==> src/common/ext_bus_pkg.sv <==
// Summary of operation
// - compare register eight bits, upper bits zero
// - match sets flag, clears timer counter
// - enabled match raises refresh request
// - request stays pending until refresh done
// - match while pending keeps single request
// - keyed writes need upper half A55A
// - compare cleared only by power-on reset
// - wait counter counts up, stops at 7F
// - no external access while wait counting
// - keyed wait write reloads and restarts
// - wait counter bits above six read zero
// - big endian, offset zero is MSB
// - SDRAM only sixteen or thirty-two bits
// - muxed I/O area fixed thirty-two bits
// - wide access split, data reassembled
// - 32-bit port byte and word lanes
// - 32-bit longword drives all four strobes
// - 16-bit port lanes, longword two words
// - 8-bit port lane zero, ascending bytes
// - timer counter wraps 255 to zero
package ext_bus_pkg;
   localparam logic [3:0] OFF_CMP = 4'h0;
   localparam logic [3:0] OFF_WAIT = 4'h4;
   localparam logic [3:0] OFF_CTRL = 4'h8;
   localparam logic [3:0] OFF_TIMER = 4'hc;
   localparam logic [15:0] UNLOCK_KEY = 16'ha55a;
   localparam int KEY_LSB = 16;
   localparam logic [7:0] CMP_RESET = 8'h00;
   localparam logic [6:0] WAIT_RESET = 7'h00;
   localparam logic [6:0] WAIT_END = 7'h7f;
   localparam int CMP_W = 8;
   localparam int WAIT_W = 7;
   localparam int CTRL_EN = 0;
   localparam int CTRL_CMF = 1;
   localparam int CTRL_PEND = 2;
   localparam int CTRL_BUSY = 3;

   typedef enum logic [1:0] {SZ_BYTE = 2'b00, SZ_WORD = 2'b01, SZ_LONG = 2'b10} size_t;
   typedef enum logic [1:0] {
      AREA_NORMAL = 2'b00, AREA_BSRAM = 2'b01, AREA_SDRAM = 2'b10, AREA_MPX = 2'b11
   } area_t;
   typedef enum logic {ST_IDLE = 1'b0, ST_BEAT = 1'b1} xfer_state_t;

   typedef struct packed {
      logic [31:0] addr;
      size_t size;
      logic we;
      logic [31:0] wdata;
      area_t area;
      size_t port;
   } acc_req_t;

   typedef struct packed {
      logic [31:0] addr;
      logic [31:0] dout;
      logic [3:0] strobe;
      logic [3:0] sdram_mask_n;
      logic we;
   } ext_bus_t;
endpackage

==> src/verilog/ext_bus_refresh_wait_align.sv <==
`timescale 1ns/1ps
module ext_bus_refresh_wait_align
(
   input wire logic i_sys_clk,
   input wire logic i_arst_n,
   input wire logic i_ce,
   input wire logic i_wb_cyc,
   input wire logic i_wb_stb,
   input wire logic i_wb_we,
   input wire logic [3:0] i_wb_adr,
   input wire logic [3:0] i_wb_sel,
   input wire logic [31:0] i_wb_dat,
   output logic [31:0] o_wb_dat,
   output logic o_wb_ack,
   input wire logic i_refresh_tick,
   input wire logic i_refresh_ack,
   output logic o_refresh_req,
   input wire logic i_acc_valid,
   input wire ext_bus_pkg::acc_req_t i_acc,
   output logic o_acc_ready,
   output logic o_rsp_valid,
   output logic [31:0] o_rsp_rdata,
   output logic o_ext_req,
   output ext_bus_pkg::ext_bus_t o_ext,
   output logic o_ext_dout_en,
   input wire logic [31:0] i_ext_din,
   input wire logic i_ext_done
);
   import ext_bus_pkg::*;

   function automatic logic [1:0] eff_port(input area_t area, input size_t port);
      if (area == AREA_MPX)
         eff_port = SZ_LONG;
      else if (area == AREA_SDRAM && port == SZ_BYTE)
         eff_port = SZ_WORD;
      else
         eff_port = port;
   endfunction

   function automatic logic [1:0] min_log(input logic [1:0] a, input logic [1:0] b);
      min_log = (a < b) ? a : b;
   endfunction

   // lowest lane of a chunk: port bytes minus offset minus chunk bytes
   function automatic logic [1:0] low_lane(input logic [1:0] a, input logic [1:0] plog,
                                           input logic [1:0] wlog);
      logic [2:0] pb;
      logic [2:0] off;
      pb = 3'd1 << plog;
      off = {1'b0, a} & (pb - 3'd1);
      low_lane = 2'(pb - off - (3'd1 << wlog));
   endfunction

   logic rst_meta_q;
   logic rst_n;
   always_ff @(posedge i_sys_clk or negedge i_arst_n)
   begin
      if (!i_arst_n)
      begin
         rst_meta_q <= 1'b0;
         rst_n <= 1'b0;
      end
      else
      begin
         rst_meta_q <= 1'b1;
         rst_n <= rst_meta_q;
      end
   end

   // register bus and refresh/wait state
   logic ack_q, ack_d;
   logic [31:0] dat_q, dat_d;
   logic [7:0] cmp_q, cmp_d;
   logic [7:0] tcnt_q, tcnt_d;
   logic [6:0] wcnt_q, wcnt_d;
   logic en_q, en_d;
   logic cmf_q, cmf_d;
   logic pend_q, pend_d;
   logic wr_go, keyed, match, wait_busy;

   assign wr_go = i_wb_cyc && i_wb_stb && !ack_q && i_wb_we;
   assign keyed = wr_go && i_wb_sel == 4'hf
                  && i_wb_dat[KEY_LSB +: 16] == UNLOCK_KEY;
   assign match = i_refresh_tick && tcnt_q == cmp_q;
   assign wait_busy = wcnt_q != WAIT_END;

   always_comb
   begin
      ack_d = i_wb_cyc && i_wb_stb && !ack_q;
      dat_d = 32'h0;
      unique case (i_wb_adr)
         OFF_CMP: dat_d = {24'h0, cmp_q};
         OFF_WAIT: dat_d = {25'h0, wcnt_q};
         OFF_CTRL: dat_d = {28'h0, wait_busy, pend_q, cmf_q, en_q};
         OFF_TIMER: dat_d = {24'h0, tcnt_q};
         default: dat_d = 32'h0;
      endcase
      cmp_d = cmp_q;
      tcnt_d = tcnt_q;
      wcnt_d = wcnt_q;
      en_d = en_q;
      cmf_d = cmf_q;
      pend_d = pend_q;
      if (wait_busy)
         wcnt_d = wcnt_q + 7'h1;
      if (match)
         tcnt_d = 8'h0;
      else if (i_refresh_tick)
         tcnt_d = tcnt_q + 8'h1;
      if (keyed && i_wb_adr == OFF_CMP)
         cmp_d = i_wb_dat[CMP_W-1:0];
      if (keyed && i_wb_adr == OFF_TIMER)
         tcnt_d = i_wb_dat[CMP_W-1:0];
      if (keyed && i_wb_adr == OFF_WAIT)
         wcnt_d = i_wb_dat[WAIT_W-1:0];
      if (wr_go && i_wb_adr == OFF_CTRL && i_wb_sel[0])
      begin
         en_d = i_wb_dat[CTRL_EN];
         if (i_wb_dat[CTRL_CMF])
            cmf_d = 1'b0;
      end
      if (i_refresh_ack)
         pend_d = 1'b0;
      if (match)
         cmf_d = 1'b1;
      if (match && en_q)
         pend_d = 1'b1;
   end

   // only power-on reset clears the compare value
   always_ff @(posedge i_sys_clk or negedge rst_n)
   begin
      if (!rst_n)
      begin
         ack_q <= 1'b0;
         dat_q <= 32'h0;
         cmp_q <= CMP_RESET;
         tcnt_q <= 8'h0;
         wcnt_q <= WAIT_RESET;
         en_q <= 1'b0;
         cmf_q <= 1'b0;
         pend_q <= 1'b0;
      end
      else if (i_ce)
      begin
         ack_q <= ack_d;
         dat_q <= dat_d;
         cmp_q <= cmp_d;
         tcnt_q <= tcnt_d;
         wcnt_q <= wcnt_d;
         en_q <= en_d;
         cmf_q <= cmf_d;
         pend_q <= pend_d;
      end
   end

   assign o_wb_ack = ack_q;
   assign o_wb_dat = dat_q;
   assign o_refresh_req = pend_q;

   // access splitter
   xfer_state_t st_q, st_d;
   acc_req_t req_q, req_d;
   logic [1:0] plog_q, plog_d;
   logic [1:0] wlog_q, wlog_d;
   logic [1:0] left_q, left_d;
   logic [31:0] acc_q, acc_d;
   ext_bus_t ext_q, ext_d;
   logic rsp_q, rsp_d;
   logic [31:0] rdata_q, rdata_d;
   logic [31:0] baddr;
   logic [4:0] shift;
   logic [4:0] lshift;
   logic [1:0] low;
   logic [1:0] beat_plog;
   logic [1:0] beat_wlog;
   logic [1:0] beat_left;
   logic [31:0] beat_data;
   logic [31:0] chunk;
   logic [31:0] wmask;
   logic accept;

   assign accept = st_q == ST_IDLE && i_acc_valid && !wait_busy;

   // sets up the bus image of one beat
   always_comb
   begin
      if (st_q == ST_IDLE)
      begin
         beat_plog = eff_port(i_acc.area, i_acc.size == SZ_LONG ? i_acc.port : i_acc.port);
         beat_wlog = min_log(i_acc.size, beat_plog);
         beat_left = 2'((3'd1 << (i_acc.size - beat_wlog)) - 3'd1);
         baddr = i_acc.addr;
         beat_data = i_acc.wdata;
      end
      else
      begin
         beat_plog = plog_q;
         beat_wlog = wlog_q;
         beat_left = left_q - 2'd1;
         baddr = ext_q.addr + (32'd1 << wlog_q);
         beat_data = req_q.wdata;
      end
      low = low_lane(baddr[1:0], beat_plog, beat_wlog);
      lshift = {low, 3'b000};
      shift = {beat_left, 3'b000} << beat_wlog;
      wmask = (32'h1 << ({3'b000, 2'b01} << beat_wlog << 3)) - 32'h1;
      if (beat_wlog == SZ_LONG)
         wmask = 32'hffffffff;
   end

   always_comb
   begin
      st_d = st_q;
      req_d = req_q;
      plog_d = plog_q;
      wlog_d = wlog_q;
      left_d = left_q;
      acc_d = acc_q;
      ext_d = ext_q;
      rsp_d = 1'b0;
      rdata_d = rdata_q;
      chunk = ((i_ext_din >> {low_lane(ext_q.addr[1:0], plog_q, wlog_q), 3'b000})) & wmask;
      if (accept || (st_q == ST_BEAT && i_ext_done && left_q != 2'd0))
      begin
         ext_d.addr = baddr;
         ext_d.dout = ((beat_data >> shift) & wmask) << lshift;
         ext_d.strobe = 4'(((5'd1 << (5'd1 << beat_wlog)) - 5'd1) << low);
         ext_d.sdram_mask_n = 4'hf;
         if ((accept ? i_acc.area : req_q.area) == AREA_SDRAM)
            ext_d.sdram_mask_n = ~ext_d.strobe;
         ext_d.we = accept ? i_acc.we : req_q.we;
      end
      unique case (st_q)
         ST_IDLE:
         begin
            if (accept)
            begin
               st_d = ST_BEAT;
               req_d = i_acc;
               plog_d = beat_plog;
               wlog_d = beat_wlog;
               left_d = beat_left;
               acc_d = 32'h0;
            end
         end
         ST_BEAT:
         begin
            if (i_ext_done)
            begin
               acc_d = (acc_q << ({3'b001, 2'b00} << wlog_q << 1)) | chunk;
               if (wlog_q == SZ_LONG)
                  acc_d = chunk;
               if (left_q == 2'd0)
               begin
                  st_d = ST_IDLE;
                  rsp_d = 1'b1;
                  rdata_d = acc_d;
               end
               else
                  left_d = left_q - 2'd1;
            end
         end
      endcase
   end

   always_ff @(posedge i_sys_clk or negedge rst_n)
   begin
      if (!rst_n)
      begin
         st_q <= ST_IDLE;
         req_q <= '0;
         plog_q <= SZ_LONG;
         wlog_q <= SZ_BYTE;
         left_q <= 2'd0;
         acc_q <= 32'h0;
         ext_q <= '{addr: 32'h0, dout: 32'h0, strobe: 4'h0, sdram_mask_n: 4'hf, we: 1'b0};
         rsp_q <= 1'b0;
         rdata_q <= 32'h0;
      end
      else if (i_ce)
      begin
         st_q <= st_d;
         req_q <= req_d;
         plog_q <= plog_d;
         wlog_q <= wlog_d;
         left_q <= left_d;
         acc_q <= acc_d;
         ext_q <= ext_d;
         rsp_q <= rsp_d;
         rdata_q <= rdata_d;
      end
   end

   assign o_acc_ready = accept;
   assign o_ext_req = st_q == ST_BEAT;
   assign o_ext = ext_q;
   assign o_ext_dout_en = st_q == ST_BEAT && ext_q.we;
   assign o_rsp_valid = rsp_q;
   assign o_rsp_rdata = rdata_q;
endmodule

==> config.mk <==
export PLATFORM = sky130hd
export DESIGN_NAME = ext_bus_refresh_wait_align
export DESIGN_NICKNAME = d
export VERILOG_FILES = /design/src/common/ext_bus_pkg.sv /design/src/verilog/ext_bus_refresh_wait_align.sv
export SDC_FILE = /design/constraint.sdc
export NUM_CORES = 1
export LEC_CHECK = 0
export BUFFER_PORTS_ARGS = -buffer_cell sky130_fd_sc_hd__buf_2
export CAP_MARGIN = 20
export CORE_AREA = 2 2 202 164
export CTS_CLUSTER_DIAMETER = 50
export DETAILED_ROUTE_END_ITERATION = 12
export DIE_AREA = 0 0 204 166
export HOLD_SLACK_MARGIN = 0.1
export PLACE_DENSITY = 0.72
export SLEW_MARGIN = 20
export SYNTH_ARGS = -nofsm -noshare
export SYNTH_HDL_FRONTEND = slang
export SYNTH_SLANG_ARGS = --single-unit
==> constraint.sdc <==
create_clock -name i_sys_clk -period 8.5 [get_ports i_sys_clk]
set_clock_uncertainty 0.15 [all_clocks]
set_input_delay 0.425 -clock i_sys_clk [delete_from_list [all_inputs] [get_ports i_sys_clk]]
set_output_delay 0.425 -clock i_sys_clk [all_outputs]
set_load 0.1 [all_outputs]
==> results by group, run 1 <==
Power and ir drop
  • Leakage: between 7 and 8 nW
  • Logic pwr share: 0.594
  • Max VDD drop: 583 uV
  • Clk network pwr share: 0.167
  • Seq pwr share: 0.239
  • Power, Total: ~0.0075 W
  • Sw Pwr: 0.00410 W
  • Switch share: 0.544
  • Pwr dens: 471 nW/um^2
  • Cell Int Power: around 0.0034 W

Hold path
  • Hold Crit Start: i_ext_din[29]
  • Hold Path Class: in -> reg

Floorplan
  • Die Span Y: around 170 microns
  • Placement Rows: 59
  • I/O Pins: 296
  • Die Wd: 204 microns
  • Die area: 33900 sq um
  • Initial Util: 0.394
  • Core area: 32000 sq um

Detailed routing
  • Final ANT Viol Nets: 0
  • Metal1 wirelength: 16900 microns
  • DRC viols: 0
  • Drt initial violations: 978
  • WL final: 38600 microns
  • Vias: 11918
  • Top layer in use: met5
  • DR WL/cell: 18.1 microns
  • First-pass detailed-route iteration total: 6
  • Routed met2 length: 17200 microns
  • Metal3 WL: around 3200 microns
  • Via-to-Cell Ratio: 5.57

Placed design
  • Hpwl dp: 26300 microns
  • Port-buffer cells: 263
  • Placer Congestion: 0.906
  • Placed Area: 14200 sq um

Clock tree
  • Clock latency on the worst-skew pair: 550 ps
  • Root Buffer: clkbuf_16
  • Clock sink count: 217
  • Hold Buf Count CTS: 82
  • Max Buffers Root-to-Sink: 3
  • Clk slew on worst S/H paths: 60 ps
  • TritonCTS clock tree: built
  • Post-cts sizing count: 0
  • H-tree Lvls: 1
  • CTS buffer count: 29
  • Post-CTS setup buffers: 0

Global route
  • Vias in the first global route: roughly 11000
  • Initial antenna violation count: 5
  • Total grt overflow: 0
  • Pin count of the biggest net entering global routing: 92
  • Total Routing Usage GR: 0.223
  • First-pass GRT wire length: approximately 61000 microns

Synthesis
  • Yosys reg bits: roughly 220
  • Most area-hungry cell type in the Yosys netlist: dfrtp_1
  • Asr flop ratio synth: 1.00
  • Yosys warns: 0
  • Post-synth top cells: dfrtp_1, nand2_1, o21ai_0
  • Synth area leaders: dfrtp_1, nand2_1, o21ai_0
  • Gate count after technology mapping: 1386
  • Synth unique cells: 79
  • Post-synth top area share: 0.420
  • Mapped Area: 12600 sq um
  • Top FF cell, synth: dfrtp_1
  • Mean Syn Cell Area: 9.11 sq um
  • EDFF count, synth: 0
  • Sequential share of the synthesized area: 0.430
  • Most frequent cell after synthesis: dfrtp_1

Cells and area
  • Nets: 1858
  • Final instance area: 16000 sq um
  • Final core occ: 0.499
  • Synthesis-to-finish area growth: 26.7%
  • Layout cells sized above 1: 0.252

STA
  • Slew HR: 0.277
  • Fmax achieved: between 150 and 200 MHz
  • Worst hold slack: 145 ps
  • Final worst-path cycle share: 0.616
  • Slew Limit Fails: 0
  • RSZ-0062 raised after global routing: no
  • Worst-margin pin slew: 1080 ps
  • Setup TNS: 0 ps
  • Count of final setup violators: 0
  • Final hold violations: 0
  • Min Tclk post-route: between 5000 and 6000 ps

Setup path
  • Setup crit start kind: input port
  • Crit path kind: in -> reg
  • WP data required: 8840 ps
  • WP data arrival: 5570 ps
  • Worst setup path start: i_acc[2]
  • FF-to-FF Start: wlog_q[1]
  • Crit path max fanout: 18
  • Crit path capture type: register

Outcome
  • Status: finished clean

Job
  • MaxCap Viol Count: 0
-- path summary, 6_finish.rpt --
check | slack (ps) | cells after the start | endpoint
setup / recovery | 3270 | 16 | o_ext[31]
hold / removal | 140 | 3 | acc_q[29]
setup reg to reg | 3700 | 10 | o_ext[31]
hold reg to reg | 210 | 0 | rst_n
max in group asynchronous | 6370 | 2 | o_ext[44]
min in group asynchronous | 310 | 1 | o_ext[53]
-- state kept, by name, indices dropped and copies added, names as in the netlist --
signal and cells:
tcnt_q 8, left_q 2, req_q 35, acc_q 32, o_rsp_valid 1, wlog_q 2, o_wb_dat 8, o_ext_req 1
o_ext 73, cmp_q 8, plog_q 2, rst_n 1, en_q 1, o_rsp_rdata 32, wcnt_q 7, o_refresh_req 1
rst_meta_q 1, o_wb_ack 1, cmf_q 1
-- worst max-delay path: stages --
cell	delay, ps
dlygate4sd3_1	570
buf_2	160
a21oi_1	280
inv_1	80
ha_1	360
a211oi_1	110
or3_1	440
o21ai_1	340
inv_1	160
ha_1	270
fa_1	970
inv_1	400
nor2_1	310
nand3_1	320
o22ai_1	230
o22a_1	150
-- per-layer routing --
layer	GRT usage	up-vias
met2	0.341	559
met1	0.318	5689
li1	-	5581
met3	0.0361	87
met4	0.0800	2
met5	0	-
-- layout by cell type, fill, tap and decap left out, drive strengths merged, types with 8 or more instances in the layout --
cell / Yosys / layout
nor2b: 8 / 8
xor2: 10 / 10
a22oi: 14 / 14
mux4: 11 / 11
ha: 17 / 17
nor3b: 9 / 9
o22a: 16 / 16
conb: 2 / 25
o22ai: 56 / 56
dlygate4sd3: 0 / 82
o21ai: 145 / 145
mux2: 48 / 48
a21oi: 78 / 78
nand3: 68 / 68
nand2: 208 / 208
nor3: 14 / 14
clkbuf: 77 / 32
nand2b: 16 / 16
mux2i: 64 / 64
and3: 14 / 14
nor2: 79 / 79
inv: 37 / 41
a21o: 11 / 11
a31oi: 9 / 9
a221oi: 28 / 28
dfrtp: 212 / 212
buf: 39 / 279
a22o: 10 / 10
-- cells by family after synthesis --
family,synth area share
buffers and inverters,0.0551
AND/OR/NAND/NOR,0.171
other,0.000595
XOR/XNOR,0.00971
AO/OA/AOI/OAI,0.197
flip-flops,0.430
adder cells (fa/ha/maj),0.0216
multiplexers,0.115
-- final cells by class --
| cell class | instances | area, sq um |
|---|---|---|
| well taps | 427 | 534 |
| clock inverters | 22 | 254 |
| multi-input cells | 1039 | 6610 |
| inverters | 37 | 139 |
| flip-flops and latches | 217 | 5440 |
| repair buffers | 361 | 2260 |
| clock buffers | 32 | 747 |
| fillers | 2919 | 16000 |
| diodes | 4 | 10.0 |
-- metrics by stage --
stage | setup WS (ps) | instances
2_1_floorplan | 1860 | 1409
3_3_place_gp | 3440 | 1999
3_5_place_dp | 3380 | 1999
4_1_cts | 3340 | 2135
5_1_grt | 2890 | 2139
6_report | 3270 | 2139
-- power groups by stage --
stage	Combinational, W	Sequential, W	Clock [W]
finish	0.00448	0.00180	0.00126
global route	0.00478	0.00185	0.00133
detailed placement	0.00439	0.00180	0
global placement	0.00435	0.00179	0
floorplan	0.00210	0.00321	0
CTS	0.00445	0.00179	0.00129
Note: power is estimated with default switching activity, not from simulation.
==> inputs of run 2 (changes only) <==
- clock period: 8.5 -> 5.12 ns (I/O delays scaled with it)
==> run 2 against run 1 <==
  * Largest power group unchanged
  * Global-route usage increased by 0.53 points
  * Critical path depth unchanged
  * Sequential power increased by 67%
  * Routed wire length increased by 2.2%
  * Highest routed layer is now met4
  * Critical endpoint is now o_ext[27]
  * Via count increased by 1.6%
  * Die area unchanged
  * First-iteration DRC count increased by 8.8%
==> results by group, run 2 (same netlist as run 1, synthesis figures left out) <==
Cells and area
  • Most frequent cells in the layout: buf_2, dfrtp_1, nand2_1
  • Synthesis-to-finish area growth: 29.3%
  • Most common cell after layout, fill and taps aside: buf_2
  • Nets: 1891 (+1.8%)
  • Largest register FFs: 73 (unchanged)
  • Layout cells sized above 1: 0.251 (-0.000895)

Floorplan
  • Die Span Y: 166 microns (unchanged)
  • Die Wd: 204 microns (unchanged)
  • Die area: 33900 sq um (unchanged)
  • Placement Rows: 59 (unchanged)
  • Initial Util: 0.394 (unchanged)
  • Core area: 32000 sq um (unchanged)
  • I/O Pins: 296 (unchanged)

Power and ir drop
  • Power, Total: 0.0126 W (+68%)
  • Max VDD drop: 841 uV (+44%)
  • Pwr dens: 775 nW/um^2 (+64%)
  • Leakage: 7.68 nW (+2.2%)

Setup path
  • Crit path capture type: register
  • Crit path kind: in -> reg
  • Setup crit start kind: input port
  • FF-to-FF Start: o_ext_req
  • WP data arrival: 5030 ps (-540 ps)
  • Crit path max fanout: 20 (+2)
  • Worst R2R End: o_ext[27]
  • WP data required: 5440 ps (-3400 ps)
  • R2R depth: 7 (-3)
  • Worst setup path start: i_acc[3]
  • R2r setup slk: 1080 ps (-2620 ps)

STA
  • Final hold violations: 0 (unchanged)
  • Worst-margin pin slew: 1030 ps (-52.0 ps)
  • Count of final setup violators: 0 (unchanged)
  • Slew Limit Fails: 0 (unchanged)
  • Fmax achieved: approximately 210 MHz
  • Setup TNS: 0 ps (unchanged)
  • Min Tclk post-route: ~4700 ps
  • Final worst-path cycle share: 0.919
  • Slew HR: 0.312 (+0.0356)
  • RSZ-0062 raised after global routing: no

Global route
  • Total Routing Usage GR: 0.228 (+0.00527)
  • Pin count of the biggest net entering global routing: 122 (+33%)
  • Total grt overflow: 0 (unchanged)
  • Initial antenna violation count: 3 (-2)
  • Vias in the first global route: 11680 (+4.1%)
  • First-pass GRT wire length: 62700 microns (+2.2%)

Detailed routing
  • Vias: 12106 (+1.6%)
  • WL final: 39500 microns (+2.2%)
  • Via-to-Cell Ratio: 5.57 (about the same)
  • DR WL/cell: 18.2 microns (+0.64%)
  • Final ANT Viol Nets: 0 (unchanged)
  • Drt initial violations: 1064 (+8.8%)
  • First-pass detailed-route iteration total: 7 (+1)
  • DRC viols: 0 (unchanged)

Clock tree
  • TritonCTS clock tree: built
  • Clock latency on the worst-skew pair: 580 ps (+30 ps)
  • H-tree Lvls: 1 (unchanged)
  • Post-CTS setup buffers: 0 (unchanged)
  • Root Buffer: clkbuf_16
  • Max Buffers Root-to-Sink: 3 (unchanged)
  • Post-cts sizing count: 0 (unchanged)
  • CTS buffer count: 31 (+6.9%)
  • Clock sink count: 217 (unchanged)
  • Clk slew on worst S/H paths: 60 ps (about the same)

Hold path
  • Hold Path Class: in -> reg
  • Hold EP: acc_q[2]
  • WHS Path Cells: 4 (+1)
  • Hold Crit Start: i_ext_din[10]

Placed design
  • Placer Congestion: 0.920 (+1.5%)
  • Port-buffer cells: 263 (unchanged)
  • Hpwl dp: 26900 microns (+2.2%)

Job
  • MaxCap Viol Count: 0 (unchanged)

Outcome
  • Status: finished clean
## run 2: worst max path at each step
| stage | to | slack [ps] | depth (start not counted) |
|---|---|---|---|
| after global placement | o_ext[11] | 610 | 14 |
| final | o_ext[27] | 410 | 16 |
| after global routing | o_ext[27] | 110 | 16 |
| after CTS | o_ext[19] | 460 | 16 |
| after detailed placement | o_ext[10] | 510 | 14 |
| after floorplan | o_ext[26] | 940 | 13 |
## run 2: routing by layer
layer,GRT usage,wire [microns]
met5,0,0
met4,0.0939,1650
met3,0.0426,3130
met2,0.358,17900
met1,0.310,16800
## run 2: critical path, cell delays in order
cell and delay (ps):
dlygate4sd3_1 560, buf_2 170, a21oi_1 300, inv_1 80, ha_1 350, a211oi_1 280, or3_1 250, inv_1 60
ha_1 270, nand2_1 90, o31ai_4 390, or2_1 670, nor2_1 300, a221oi_1 580, o21ai_0 200, o22a_1 220
## run 2: report_power, final
| group | leakage [nW] | internal [W] | switching, W |
|---|---|---|---|
| Combinational | 4.37 | 0.00213 | 0.00542 |
| Clock | 0.492 | 0.00124 | 0.000853 |
| Sequential | 2.81 | 0.00238 | 0.000621 |
## run 2: area by class of cell
type | instances | area, sq um
Multi-Input combinational cell | 1039 | 6610
Tap cell | 427 | 534
Sequential cell | 217 | 5440
Antenna cell | 3 | 7.51
Clock inverter | 19 | 179
Clock buffer | 38 | 842
Inverter | 37 | 139
Timing Repair Buffer | 392 | 2570
Fill cell | 2896 | 15700
## run 2: stage by stage
stage / hold WS [ps] / cells / setup WS, ps / utilization / cell area, sq um
floorplan: -190 / 1409 / 939 / - / 12700
global placement: -108 / 2003 / 609 / 0.443 / 14200
detailed placement: -108 / 2003 / 511 / 0.443 / 14200
CTS: 103 / 2169 / 465 / 0.509 / 16300
global route: 130 / 2172 / 109 / 0.510 / 16300
finish: 127 / 2172 / 413 / 0.510 / 16300
## run 2: what timing repair did
action                                  CTS  global route
endpoints found under the setup margin    0             0
hold buffers                            109             0
hold endpoints to repair                147             0
==> inputs of run 3 (changes only) <==
- BUFFER_PORTS_ARGS: -buffer_cell sky130_fd_sc_hd__buf_2 -> -buffer_cell sky130_fd_sc_hd__clkbuf_2
- CORE_AREA: 2 2 202 164 -> 2 2 181 183
- DIE_AREA: 0 0 204 166 -> 0 0 183 185
- HOLD_SLACK_MARGIN: 0.1 -> 0.05
==> run 3 against run 2 <==
  * Combinational power shrank 0.8%
  * Largest power group unchanged
  * Critical path type unchanged
  * Fmax is 2.0% lower
  * Non-clock buffer count down 14
  * Register-to-register slack gained 30 ps
  * Sequential power about the same
  * Critical path depth is 1 higher
  * Die area about the same
  * Hold slack lost 38 ps
  * Routed wire length fell by 1.7%
  * Final cell count fell by 1.6%
  * Count of clock-buffer cells in the layout rose by 1
==> results by group, run 3 (same netlist as run 1, synthesis figures left out) <==
Clock tree
  • H-tree Lvls: 1 (unchanged)
  • Clock sink count: 217 (unchanged)
  • CTS buffer count: 31 (unchanged)
  • Max Buffers Root-to-Sink: 3 (unchanged)
  • Clk slew on worst S/H paths: 60 ps (about the same)
  • Post-CTS setup buffers: 0 (unchanged)
  • Clock latency on the worst-skew pair: 580 ps (about the same)
  • TritonCTS clock tree: built
  • Root Buffer: clkbuf_16

Floorplan
  • Placement Rows: 66 (+12%)
  • I/O Pins: 296 (unchanged)
  • Die Span Y: 185 microns (+11%)
  • Initial Util: 0.394 (about the same)
  • Core area: 32000 sq um (about the same)
  • Die Wd: 183 microns (-10%)
  • Die area: 33900 sq um (about the same)

Global route
  • Total Routing Usage GR: 0.225 (-0.00317)
  • Initial antenna violation count: 4 (+1)
  • First-pass GRT wire length: 61900 microns (-1.2%)
  • Vias in the first global route: 11746 (+0.57%)
  • Pin count of the biggest net entering global routing: 121 (-0.82%)
  • Total grt overflow: 0 (unchanged)

Placed design
  • Port-buffer cells: 263 (unchanged)
  • Placer Congestion: 0.941 (+2.2%)
  • Hpwl dp: 26300 microns (-2.3%)
  • Pre-CTS WS: 405 ps (-106 ps)

Setup path
  • Worst path slowest cell: xnor2_1
  • CP max stage delay: 650 ps (-20 ps)
  • Crit path capture type: register
  • Setup crit start kind: input port
  • Crit path max fanout: 10 (-50%)
  • Cell family with most CP delay: compound AO/OA/AOI/OAI gates
  • WP data arrival: 5120 ps (+90 ps)
  • WP data required: 5440 ps (about the same)
  • FF-to-FF Start: o_ext_req
  • Crit path kind: in -> reg
  • Critical path buffer and inverter count: 4 (unchanged)
  • Worst setup path start: i_acc[3]
  • Worst path cell trace: dlygate4sd3_1 -> clkbuf_2 -> a21oi_1 -> inv_1 -> ha_1 -> a211oi_1 -> or3_1 -> o21ai_1 -> inv_1 -> ha_1 -> fa_1 -> xor2_1 -> xnor2_1 -> nor2_1 -> nand3_1 -> o22ai_1 -> o22a_1

Outcome
  • Status: finished clean

STA
  • Worst-margin pin slew: 983 ps (-46.0 ps)
  • Count of final setup violators: 0 (unchanged)
  • PnR worst setup slack: 315 ps (-97.9 ps)
  • Slew HR: 0.344 (+0.0317)
  • Slew Limit Fails: 0 (unchanged)
  • Final hold violations: 0 (unchanged)
  • Setup TNS: 0 ps (unchanged)
  • RSZ-0062 raised after global routing: no
  • Fmax achieved: 208 MHz (-2.0%)
  • Min Tclk post-route: 4800 ps (+97.9 ps)
  • Final worst-path cycle share: 0.938 (+0.0191)

Detailed routing
  • Final ANT Viol Nets: 0 (unchanged)
  • Via-to-Cell Ratio: 5.61 (+0.70%)
  • DRC viols: 0 (unchanged)
  • Vias: 12000 (-0.88%)
  • First-pass detailed-route iteration total: 5 (-2)
  • Drt initial violations: 763 (-28%)
  • DR WL/cell: 18.2 microns (-0.11%)
  • WL final: 38800 microns (-1.7%)

Power and ir drop
  • Power, Total: 0.0126 W (-0.75%)
  • Pwr dens: 776 nW/um^2 (+0.17%)
  • Clk network pwr share: 0.166 (about the same)
  • Seq pwr share: 0.236 (about the same)
  • Leakage: 7.60 nW (-1.0%)
  • Max VDD drop: 882 uV (+4.8%)
  • Sw Pwr: 0.00684 W (-0.79%)
  • Logic pwr share: 0.598 (about the same)
  • Switch share: 0.545 (about the same)
  • Cell Int Power: 0.00571 W (-0.70%)

Hold path
  • Hold Crit Start: i_ext_din[17]
  • Hold Path Class: in -> reg

Cells and area
  • Synthesis-to-finish area growth: 28.1%
  • Largest register FFs: 73 (unchanged)
  • Nets: 1877 (-0.74%)
  • Final core occ: 0.505 (-0.00469)
  • Most frequent cells in the layout: clkbuf_2, dfrtp_1, nand2_1
  • Most common cell after layout, fill and taps aside: clkbuf_2
  • Layout cells sized above 1: 0.251 (+0.000442)

Job
  • MaxCap Viol Count: 0 (unchanged)
## run 3: changes by cell type in the layout (fill, tap and decap cells not counted), sizes merged
cell,change
inv,-3
buf,-263
dlygate4sd3,-14
clkbuf,+264
bufinv,+1
## run 3: worst paths after layout
check / end / slack (ps) / depth (start not counted)
worst max-delay path: o_ext[29] / 320 / 17
worst min-delay path: acc_q[17] / 90 / 4
worst max register to register: o_ext[29] / 1110 / 11
worst min register to register: o_ext[69] / 130 / 0
max in group asynchronous: o_rsp_rdata[25] / 3430 / 1
min in group asynchronous: o_ext[69] / 130 / 0
## run 3: repair_timing
| action | 4_1_cts | 5_1_grt |
|---|---|---|
| endpoints found under the hold margin | 124 | 0 |
| hold buffers | 95 | 0 |
| resized for setup | 0 | 0 |
## run 3: stage by stage
stage | cell area (sq um) | cells | hold slack, ps
3_3_place_gp | 14200 | 1983 | -107
4_1_cts | 16100 | 2134 | 58.3
3_5_place_dp | 14200 | 1983 | -105
6_report | 16200 | 2138 | 88.5
5_1_grt | 16200 | 2138 | 100
2_1_floorplan | 12700 | 1409 | -190
## run 3: area by class of cell
| cell class | count | area (sq um) |
|---|---|---|
| inverters | 37 | 139 |
| clock inverters | 17 | 174 |
| fillers | 2868 | 15900 |
| well taps | 408 | 510 |
| clock buffers | 39 | 826 |
| diodes | 3 | 7.51 |
| multi-input cells | 1039 | 6630 |
| repair buffers | 378 | 2450 |
| flip-flops and latches | 217 | 5440 |
## run 3: power groups by stage
stage | registers, W | logic (W) | clock network (W)
4_1_cts | 0.00295 | 0.00743 | 0.00212
2_1_floorplan | 0.00533 | 0.00349 | 0
5_1_grt | 0.00306 | 0.00801 | 0.00220
6_report | 0.00297 | 0.00750 | 0.00209
3_5_place_dp | 0.00297 | 0.00734 | 0
3_3_place_gp | 0.00294 | 0.00724 | 0
## run 3: layer usage
layer / wire length [microns] / GRT usage
met3: 2530 / 0.0454
met1: 15900 / 0.287
met4: 1930 / 0.0992
met2: 18500 / 0.370
met5: 0 / 0
## run 3: tightest hold or removal path, stage by stage
cell      delay [ps]
clkbuf_2         100
mux2_2           150
a221oi_1         110
o21ai_0          150
